===== config.mk =====
export PLATFORM = sky130hd
export DESIGN_NAME = odu_decode
export DESIGN_NICKNAME = d
export VERILOG_FILES = /design/src/common/odu_pkg.sv /design/src/hw/odu_addr_map.sv /design/src/hw/odu_decode.sv
export SDC_FILE = /design/constraint.sdc
export NUM_CORES = 1
export LEC_CHECK = 0
export ABC_AREA = 1
export ABC_CLOCK_PERIOD_IN_PS = 1800
export BUFFER_PORTS_ARGS = -buffer_cell sky130_fd_sc_hd__buf_4
export CORE_UTILIZATION = 53
export CTS_CLUSTER_DIAMETER = 40
export CTS_CLUSTER_SIZE = 14
export DETAILED_ROUTE_END_ITERATION = 8
export PLACE_DENSITY_LB_ADDON = 0.05
export RECOVER_POWER = 100
export SLEW_MARGIN = 0
export SYNTH_ARGS = -nofsm -noshare
export SYNTH_HDL_FRONTEND = slang
export SYNTH_SLANG_ARGS = --single-unit

===== constraint.sdc =====
create_clock -name CLK -period 1.8 [get_ports CLK]
set_input_delay 0.27 -clock CLK [delete_from_list [all_inputs] [get_ports CLK]]
set_output_delay 0.27 -clock CLK [all_outputs]
set_load 0.05 [all_outputs]

===== src/common/odu_pkg.sv =====
`default_nettype none
package odu_pkg;

    // decoded view of one fetched opcode
    typedef struct packed {
        logic valid;
        logic undef;
        logic [1:0] len;
        logic [3:0] cycles;
        logic endless;
    } odu_dec_t;

    // where the current core address lands
    typedef struct packed {
        logic rom_sel;
        logic unusable;
        logic open_map;
    } odu_map_t;

    localparam int UNDEF_COUNT = 36;
    localparam logic [7:0] OPC_TEST_A = 8'h4e;
    localparam logic [7:0] OPC_TEST_B = 8'h5e;
    localparam logic [1:0] LEN_ONE = 2'h1;
    localparam logic [1:0] LEN_THREE = 2'h3;
    localparam logic [3:0] CYC_NONE = 4'h0;

    // base bytes and cycles per upper-nibble column, column f first
    localparam logic [15:0][1:0] COL_LEN = {
        2'h3, 2'h2, 2'h2, 2'h2, 2'h3, 2'h2, 2'h2, 2'h2,
        2'h3, 2'h2, 2'h1, 2'h1, 2'h1, 2'h2, 2'h1, 2'h1};
    localparam logic [15:0][3:0] COL_CYC = {
        4'h4, 4'h4, 4'h3, 4'h2, 4'h4, 4'h4, 4'h3, 4'h2,
        4'h6, 4'h6, 4'h2, 4'h2, 4'h3, 4'h3, 4'h2, 4'h2};

    localparam logic [15:0] ROM_LO_CFG0 = 16'hf800;
    localparam logic [15:0] ROM_LO_CFG1 = 16'hf000;
    localparam logic [15:0] UNUSE_LO = 16'he000;

    localparam odu_dec_t DEC_RST = '0;
    localparam odu_map_t MAP_RST = '0;
    localparam logic [2:0] SYNC_RST = 3'h0;
    localparam logic [15:0] PC_RST = 16'h0000;

endpackage : odu_pkg
`default_nettype wire


===== src/hw/odu_addr_map.sv =====
`default_nettype none
module odu_addr_map
    import odu_pkg::*;
(
    input wire logic clk,
    input wire logic nrst,
    input wire logic [15:0] addr,
    input wire logic cfg,
    output var odu_map_t map
);

    typedef struct packed {
        odu_map_t map;
    } odu_map_st_t;

    odu_map_st_t st_r;
    odu_map_st_t st_nxt;

    always_comb begin
        st_nxt = st_r;
        // see RULE6 see RULE7
        st_nxt.map.rom_sel = cfg ? (addr >= ROM_LO_CFG1) : (addr >= ROM_LO_CFG0);
        st_nxt.map.unusable = (addr >= UNUSE_LO) && !st_nxt.map.rom_sel;
        st_nxt.map.open_map = (addr < UNUSE_LO);
    end

    always_ff @(posedge clk or negedge nrst) begin
        if (!nrst) begin
            st_r <= '{map: MAP_RST};
        end else begin
            st_r <= st_nxt;
        end
    end

    assign map = st_r.map;
endmodule // odu_addr_map
`default_nettype wire


===== src/hw/odu_decode.sv =====
// What this block does
// RULE1: exactly 36 opcodes are undefined; their results are not defined.
// RULE2: test opcodes 4e and 5e keep stepping the program counter until reset.
// RULE3: test opcodes are one byte long with no ending cycle count.
// RULE4: total cycles are the column base plus the opcode's extra figure.
// RULE5: immediate 16-bit forms and undefined 8f, cd, cf take three bytes.
// RULE6: first configuration: rom at f800-ffff, e000-f7ff unusable.
// RULE7: second configuration: rom at f000-ffff, e000 upward unusable otherwise.
// RULE8: upper nibble picks the column giving base length and cycles.
`default_nettype none
module odu_decode
    import odu_pkg::*;
(
    input wire logic CLK,
    input wire logic NRST,
    input wire logic OPC_VALID,
    input wire logic [7:0] OPC,
    input wire logic [15:0] PC_IN,
    input wire logic CFG_PIN,
    input wire logic [15:0] ADDR,
    output var odu_dec_t DEC,
    output logic TEST_RUN,
    output logic PC_STEP,
    output logic [15:0] PC_OUT,
    output var odu_map_t MAP
);

    function automatic logic is_test(input logic [7:0] op);
        return (op == OPC_TEST_A) || (op == OPC_TEST_B);
    endfunction

    function automatic logic is_undef(input logic [7:0] op);
        logic u;
        u = 1'b0;
        unique case (op)
            8'h00, 8'h02, 8'h03,
            8'h12, 8'h13, 8'h14, 8'h15, 8'h18, 8'h1a, 8'h1c, 8'h1d, 8'h1e, 8'h1f,
            8'h41, 8'h42, 8'h45, 8'h4b, 8'h4e,
            8'h51, 8'h52, 8'h55, 8'h5b, 8'h5e,
            8'h61, 8'h62, 8'h65, 8'h6b,
            8'h71, 8'h72, 8'h75, 8'h7b,
            8'h87, 8'h8f, 8'hc7, 8'hcd, 8'hcf: u = 1'b1;
            default: u = 1'b0;
        endcase
        return u;
    endfunction

    // sub_double_acc, compare_index, load_stack_ptr immediate, add_double_acc,
    // load_double_acc, load_index immediate and three undefined codes
    function automatic logic three_byte(input logic [7:0] op);
        logic t;
        t = 1'b0;
        unique case (op)
            8'h83, 8'h8c, 8'h8e, 8'hc3, 8'hcc, 8'hce,
            8'h8f, 8'hcd, 8'hcf: t = 1'b1;
            default: t = 1'b0;
        endcase
        return t;
    endfunction

    // extra cycles in two's complement; wraps mod 16 so the jump's -3 subtracts
    function automatic logic [3:0] extra(input logic [7:0] op);
        logic [3:0] e;
        e = 4'h0;
        unique case (op)
            8'h04, 8'h05, 8'h08, 8'h09, 8'h32, 8'h33, 8'h3c,
            8'h8e, 8'h9e, 8'hae, 8'hbe, 8'hcc, 8'hdc, 8'hec, 8'hfc,
            8'hce, 8'hde, 8'hee, 8'hfe, 8'hdd, 8'hed, 8'hfd,
            8'h9f, 8'haf, 8'hbf, 8'hdf, 8'hef, 8'hff,
            8'h8f, 8'hcd, 8'hcf: e = 4'h1;
            8'h38, 8'h39,
            8'h83, 8'h93, 8'ha3, 8'hb3, 8'hc3, 8'hd3, 8'he3, 8'hf3,
            8'h8c, 8'h9c, 8'hac, 8'hbc: e = 4'h2;
            8'h8d: e = 4'h4;
            8'h3e: e = 4'h6;
            8'h3b, 8'h3d: e = 4'h7;
            8'h3f: e = 4'h9;
            8'h6e, 8'h7e: e = 4'hd;
            default: e = 4'h0;
        endcase
        return e;
    endfunction

    function automatic odu_dec_t decode(input logic [7:0] op);
        odu_dec_t d;
        logic [3:0] col;
        d = DEC_RST;
        col = op[7:4]; // see RULE8
        d.valid = 1'b1;
        d.undef = is_undef(op); // see RULE1
        d.len = COL_LEN[col]; // see RULE8
        d.cycles = 4'(COL_CYC[col] + extra(op)); // see RULE4
        if (three_byte(op)) begin
            d.len = LEN_THREE; // see RULE5
        end
        if (is_test(op)) begin
            d.len = LEN_ONE; // see RULE3
            d.cycles = CYC_NONE;
            d.endless = 1'b1;
        end
        return d;
    endfunction

    function automatic int count_undef();
        int n;
        n = 0;
        for (int i = 0; i < 256; i++) begin
            if (is_undef(8'(i))) begin
                n++;
            end
        end
        return n;
    endfunction

    localparam int N_UNDEF = count_undef();

    typedef struct packed {
        logic [2:0] sync;
        logic cfg;
        logic test;
        logic [15:0] pc;
        odu_dec_t dec;
    } odu_core_t;

    odu_core_t st_r;
    odu_core_t st_nxt;

    always_comb begin
        st_nxt = st_r;
        // config strap is a pin: three stages, accepted once the last two agree
        st_nxt.sync = {st_r.sync[1:0], CFG_PIN};
        if (st_r.sync[1] == st_r.sync[2]) begin
            st_nxt.cfg = st_r.sync[2];
        end
        st_nxt.dec.valid = 1'b0;
        if (st_r.test) begin
            // only reset leaves this; fetches are ignored meanwhile
            st_nxt.pc = st_r.pc + 16'h0001; // see RULE2
        end else if (OPC_VALID) begin
            st_nxt.dec = decode(OPC);
            if (is_test(OPC)) begin
                st_nxt.test = 1'b1; // see RULE2
                st_nxt.pc = PC_IN + 16'h0001; // see RULE3
            end
        end
    end

    always_ff @(posedge CLK or negedge NRST) begin
        if (!NRST) begin
            st_r <= '{sync: SYNC_RST, cfg: 1'b0, test: 1'b0, pc: PC_RST, dec: DEC_RST};
        end else begin
            st_r <= st_nxt;
        end
    end

    assign DEC = st_r.dec;
    assign TEST_RUN = st_r.test;
    assign PC_STEP = st_r.test;
    assign PC_OUT = st_r.pc;

    // map decode follows the filtered strap, never the raw pin
    odu_addr_map u_map (
        .clk(CLK),
        .nrst(NRST),
        .addr(ADDR),
        .cfg(st_r.cfg),
        .map(MAP)
    );
endmodule // odu_decode
`default_nettype wire


Word-level counts from Yosys, hierarchy flattened
Memories as Yosys holds them, arrays and structs flattened.
Cells that the tools add are included.
Storage, ports and cells
  bits in registers: 33
  bits in read-only memories: 1120
  bits of input ports: 44
  output and inout port bits: 30
  word-level logic and storage cells: 92
  memories kept: 3
Cells by class
  add/subtract/negate cells: 3
  $lt $le $gt $ge: 5
  eq/ne operators: 42
  muxes and demuxes: 16
  bitwise gates (word level): 1
  reduce and logical (&&, ||, !) cells: 10
Memories
  (name not given): depth 256, width 4, read ports 1, clocked after memory_dff 0, wr ports 0, line odu_decode.sv:65  | unique case (op)
  (name not given): depth 16, width 4, read ports 1, clocked after memory_dff 0, wr ports 0, line odu_decode.sv:92  | d.cycles = 4'(COL_CYC[col] + extra(op));
  (name not given): depth 16, width 2, read ports 1, clocked after memory_dff 0, wr ports 0, line odu_decode.sv:91  | d.len = COL_LEN[col];
Operators with widths (number)
  $eq A8 B7 Y1 const B: 18
  $eq A8 B8 Y1 const B: 11
  $eq A8 B5 Y1 const B: 10
  $ge A16 B16 Y1 const B: 3
  $reduce_or A36 Y1: 1
  $add A16 B1 Y16 const B: 2
  $mux W26: 1
  $mux W17: 1
  $eq A8 B2 Y1 const B: 2
  $lt A16 B16 Y1 const B: 1
  $mux W16: 1
  $mux W4: 3
  $mux W9: 1
  $reduce_or A9 Y1: 1
  $logic_not A8 Y1: 1
  $mux W7: 1
  $mux W1: 6
  $lt A4 B5 Y1 const B: 1
  $add A4 B4 Y4: 1
  $mux W2: 2
  $reduce_and A2 Y1: 2
  $reduce_bool A2 Y1: 2
  $eq A1 B1 Y1: 1
  $logic_and A1 B1 Y1: 1
  other kinds (3): 3

Logic depth before layout (Yosys ltp)
  depth in word-level cells: 9
  gate-level depth with buffers: 15
  mapped depth without buffers: 15

Cells and area by module
From an unflattened synthesis, not the netlist that was laid out.
Second synthesis, totals
  cell total of the unflattened synthesis: 399
  area total of the unflattened synthesis: 2741.4 µm²
By module, submodules not included
  odu_decode: times used 1, cells an instance 389, area each 2632.5 µm², seq. area each 750.7 µm²
  odu_addr_map: times used 1, cells an instance 10, area each 108.9 µm², seq. area each 75.1 µm²

Worst setup path after synthesis
No wires, ideal clock.
  path type: input to register
  start: in OPC[0]
  end: reg st_r, in the netlist DEC[2]
  setup time: 0.121 ns
  data arrival time: 1.909 ns
  required time: 1.679 ns
  setup slack: -0.230 ns
  stages on the path: 12
  buffers on the path: 0
  cells stage by stage: inv_1 ha_1 inv_1 nor2_4 nand3_1 nand2_1 inv_1 o21ai_0 o21a_1 ha_1 fa_1 a22o_1
On the way
  cells in the longest elaborated chain, start to end: 5
  elaborated cells between the ends (all ways): 8
  those cells by class: add/sub (1); eq/ne (2); mux (3); reduce/logical (1); memory (1)
Ends and longest elaborated chain
  from (decl): line odu_decode.sv:17  | input wire logic [7:0] OPC,
  $mem_v2 Z256 W4
  $mux W4: line odu_decode.sv:139  | end else if (OPC_VALID) begin
  $mux W4: line odu_decode.sv:136  | if (st_r.test) begin
  $add A4 B4 Y4: line odu_decode.sv:92
  $mux W7 *: line odu_decode.sv:96  | if (is_test(op)) begin
  to (signal assigned): line odu_decode.sv:150  | st_r <= '{sync: SYNC_RST, cfg: 1'b0, test: 1'b0, pc: PC_RST, dec: DEC_RST};
  to (signal assigned): line odu_decode.sv:152  | st_r <= st_nxt;
  to (decl): line odu_decode.sv:125  | odu_core_t st_r;
Mark *: on every way between the ends. The rest lies on a longest branch, timed or not. The select of a mux whose other input is x is not followed.
A chain may end at the register's enable or synchronous reset.

Worst setup path in the final report
Ends and elaborated chain as after synthesis.

==> results.md <==
| Group | Quantity | Value |
|:---|:---|:---|
| floorplan | Die span in x | 73.6 um |
| routing | Drt pass-1 iters | 5 |
| yosys | Number of enable-type register cells in the synthesized netlist | 0 |
| routing | DR DRC count | 0 |
| yosys | Synthesized area divided by synthesized cell count | 6.91 um2 |
| yosys | Number of instances in the synthesized netlist | 393 |
| clocking | Number of sinks on the clock net | 33 |
| cells and area | Layout Cells excl Fill | 541 |
| grt | Number of global-route vias before repair | 2,514 |
| yosys | Library cell occupying the most area in the post-synthesis netlist | dfrtp_1 |
| min path | Hold Path Depth | 1 |
| yosys | Top post-synthesis cells by area | dfrtp_1 (30%), nand2_1 (13%), nor2_1 (8.6%), buf_4 (7.2%), nand3_1 (6.3%) |
| worst setup path | Required time at the worst-slack endpoint | 1.97 ns |
| place | HPWL after DPL | 5.36 mm |
| worst setup path | Capturing element type of the critical path | register |
| floorplan | Die ar. | 5420 um2 |
| worst setup path | Largest fanout on the critical path | 4 |
| yosys | Synth warnings | 0 |
| sta | Final number of setup-violating endpoints | 0 |
| worst setup path | Critical path start-end classification | in2reg |
| min path | Worst Hold Class | in2reg |
| min path | Start point of the worst hold path | CFG_PIN |
| sta | Worst clock skew on the final layout | 0.00738 ns |
| cells and area | Net count reported at finish | 528 |
| outcome | Run status | complete, no violations |
| cells and area | Share of post-route cells with drive strength above 1 | 0.236 |
| routing | Post-detailed-routing wire length | 7.02 mm |
| grt | Wire length of the first global-routing pass | 11.3 mm |
| place | Global placement routability congestion | 0.904 |
| yosys | Fraction of registers with async set/reset | 1.00 |
| min path | Terminating pin of the worst hold path | st_nxt[28] |
| sta | Fin crit share | 0.984 |
| worst setup path | Arrival time worst endpoint | 1.94 ns |
| floorplan | Boundary Pins | 74 |
| clocking | Clk Latency, worst-skew pair | 0.29 ns |
| grt | Sum of overflow across all layers after global routing | 0 |
| worst setup path | R2R Setup Slk | 0.18 ns |
| sta | RSZ-0062 raised after global routing | true |
| clocking | CTS tree | done |
| floorplan | Vertical die dimension | 73.6 um |
| yosys | Area fraction of the dominant cell type after synthesis | 0.304 |
| worst setup path | Worst Setup Start Kind | input port |
| cells and area | Antenna diode count | 0 |
| routing | Routed wire per std cell | 13.0 um |
| power and ir drop | Largest voltage drop on the vdd net | 0.000265 V |
| yosys | Synthesis-stage register bit count | 33 |
| cells and area | Final Core Density | 0.706 |
| sta | Headroom to the max-slew limit | 0.471 |
| routing | Post-DRT Antenna Nets | 0 |
| yosys | Area of the mapped netlist | 2720 um2 |
| grt | Number of antenna violations at the first check in global routing | 0 |
| cells and area | Filler cells | 461 |
| worst setup path | R2r startpoint | PC_OUT[0] |
| sta | Final hold viol count | 0 |
| grt | Largest net degree at the start of global routing | 34 |
| sta | Slew Limit Fails | 0 |
| routing | Drt initial violations | 172 |
| worst setup path | Worst r2r path cells | 6 |
| clocking | CTS Root Cell | clkbuf_8 |
| yosys | Top cells by count, synth | nand2_1 (94), nor2_1 (62), nand3_1 (34) |
| power and ir drop | Power density relative to cell area | 510 nW/um2 |
| clocking | Num CTS Buffers | 5 |
| cells and area | Area delta synth->final | 25.2% |
| worst setup path | Endpoint of the lowest-slack register-to-register path | PC_OUT[10] |
| clocking | Largest buffer count on any clock path | 2 |
| power and ir drop | Reported leakage power | 1.63 nW |
| place | DP Area | 3360 um2 |
| clocking | Clock H-tree levels | 2 |
| sta | Crit path time final | 1.77 ns |
| floorplan | Area inside the core boundary | 4820 um2 |
| cells and area | Final design instance area without fill | 3400 um2 |
| grt | Overall global routing resource usage | 0.271 |
| routing | Average vias per placed instance | 5.12 |
| routing | Via count | 2,770 |
| run | Maximum capacitance violations | 0 |
| yosys | Library cell with the highest instance count after synthesis | nand2_1 |
| place | Placed cell count | 530 |
| sta | Setup_tns | 0 ns |
| floorplan | Initial core utilization | 0.564 |
| sta | Maximum clock frequency | 0.564 GHz |
| sta | Tightest Pin Transition | 0.793 ns |
| yosys | Sequential element share of the synthesized area | 0.304 |
| place | Number of port buffers | 62 |
| yosys | Top flip-flop cell by instance count after synthesis | dfrtp_1 |
| floorplan | Row Count | 25 |
| yosys | Yosys cell types | 39 |
| clocking | Clock transition time at the flip-flop clock pins of the worst setup and hold paths | 0.07 ns |
| yosys | Net Count, Synth | 448 |
-- layout by cell type (no fill, tap or decap), types with 5 or more instances in the layout --
cell       n
o21bai_1   5
clkbuf_8   5
a21oi_1   15
o21ai_0   19
buf_4     65
clkbuf_1  31
xnor2_1    5
dfrtp_1   33
nand2_2    6
nand3_1   32
nor2_1    63
inv_1     25
inv_2      7
nand2_1   91
ha_1       8
-- worst max-delay path, cell delays in order --
cell	delay (ns)
buf_12	0.11
inv_12	0.05
ha_4	0.13
inv_4	0.04
nor2_4	0.10
nand3_2	0.07
nand2_2	0.09
inv_2	0.04
o21ai_2	0.04
o21a_1	0.19
ha_4	0.16
fa_2	0.42
a22o_1	0.22
-- layer usage --
layer / wire length, um / vias to the layer above / global-route usage
li1: - / 1422 / -
met1: 3490 / 1247 / 0.405
met2: 3070 / 92 / 0.401
met3: 376 / 9 / 0.0398
met4: 84 / 0 / 0.0791
met5: 0 / - / 0
-- report_power, final --
part | switching (W) | leakage (nW) | internal (W)
Clock | 0.000281 | 0.0439 | 0.000266
Combinational | 0.000241 | 1.19 | 0.000168
Sequential | 0.0000125 | 0.391 | 0.000764
-- area by class of cell --
cell class	count	area, um2	area share
multi-input combinational	295	1590	0.468
sequential	33	826	0.243
timing repair buffer	103	667	0.196
tap	67	83.8	0.0247
inverter	35	146	0.0430
clock buffer	5	68.8	0.0202
clock inverter	3	17.5	0.00515
-- repair_timing --
| action | in CTS | in global routing |
|---|---|---|
| gates cloned | 0 | 0 |
| pin swaps | 1 | 6 |
| buffers inserted | 0 | 2 |
| resized for setup | 0 | 18 |
| hold endpoints to repair | 33 | 0 |
| endpoints found under the setup margin | 1 | 3 |
| hold buffers | 1 | 0 |
-- how the worst max path moves through the flow --
stage,startpoint,to,slack (ns),cells past startpoint
detailed placement,OPC[0],DEC[2],-0.30,13
global placement,OPC[3],DEC[2],-0.22,10
floorplan,OPC[0],DEC[2],-0.07,12
global route,OPC[2],DEC[3],-0.05,12
finish,OPC[0],DEC[2],0.03,13
CTS,OPC[0],DEC[2],0.002,13
-- state kept, by name, indices dropped and copies added (netlist names) --
register and cells:
DEC 9, PC_OUT 16, PC_STEP 1, st_r 2, st_nxt 2, u_map.map 3
-- per-stage QoR --
step / worst slack (ns) / hold slack (ns) / total power [W]
finish: 0.0283 / 0.114 / 0.00173
global route: -0.0488 / 0.109 / 0.00181
CTS: 0.00228 / 0.0879 / 0.00174
detailed placement: -0.301 / 0.232 / 0.00119
global placement: -0.223 / 0.231 / 0.00119
floorplan: -0.0665 / -0.0256 / 0.00101
-- cell families after synthesis --
| kind of cell | Yosys count | synth area share |
|---|---|---|
| AOI/OAI and AO/OA | 62 | 0.141 |
| xor gates and xnor gates | 9 | 0.0290 |
| adders and majority gates | 12 | 0.0571 |
| buffers and inverters | 65 | 0.132 |
| DFF | 33 | 0.304 |
| and+or+nand+nor | 212 | 0.337 |
(Power assumes the default switching activity.)
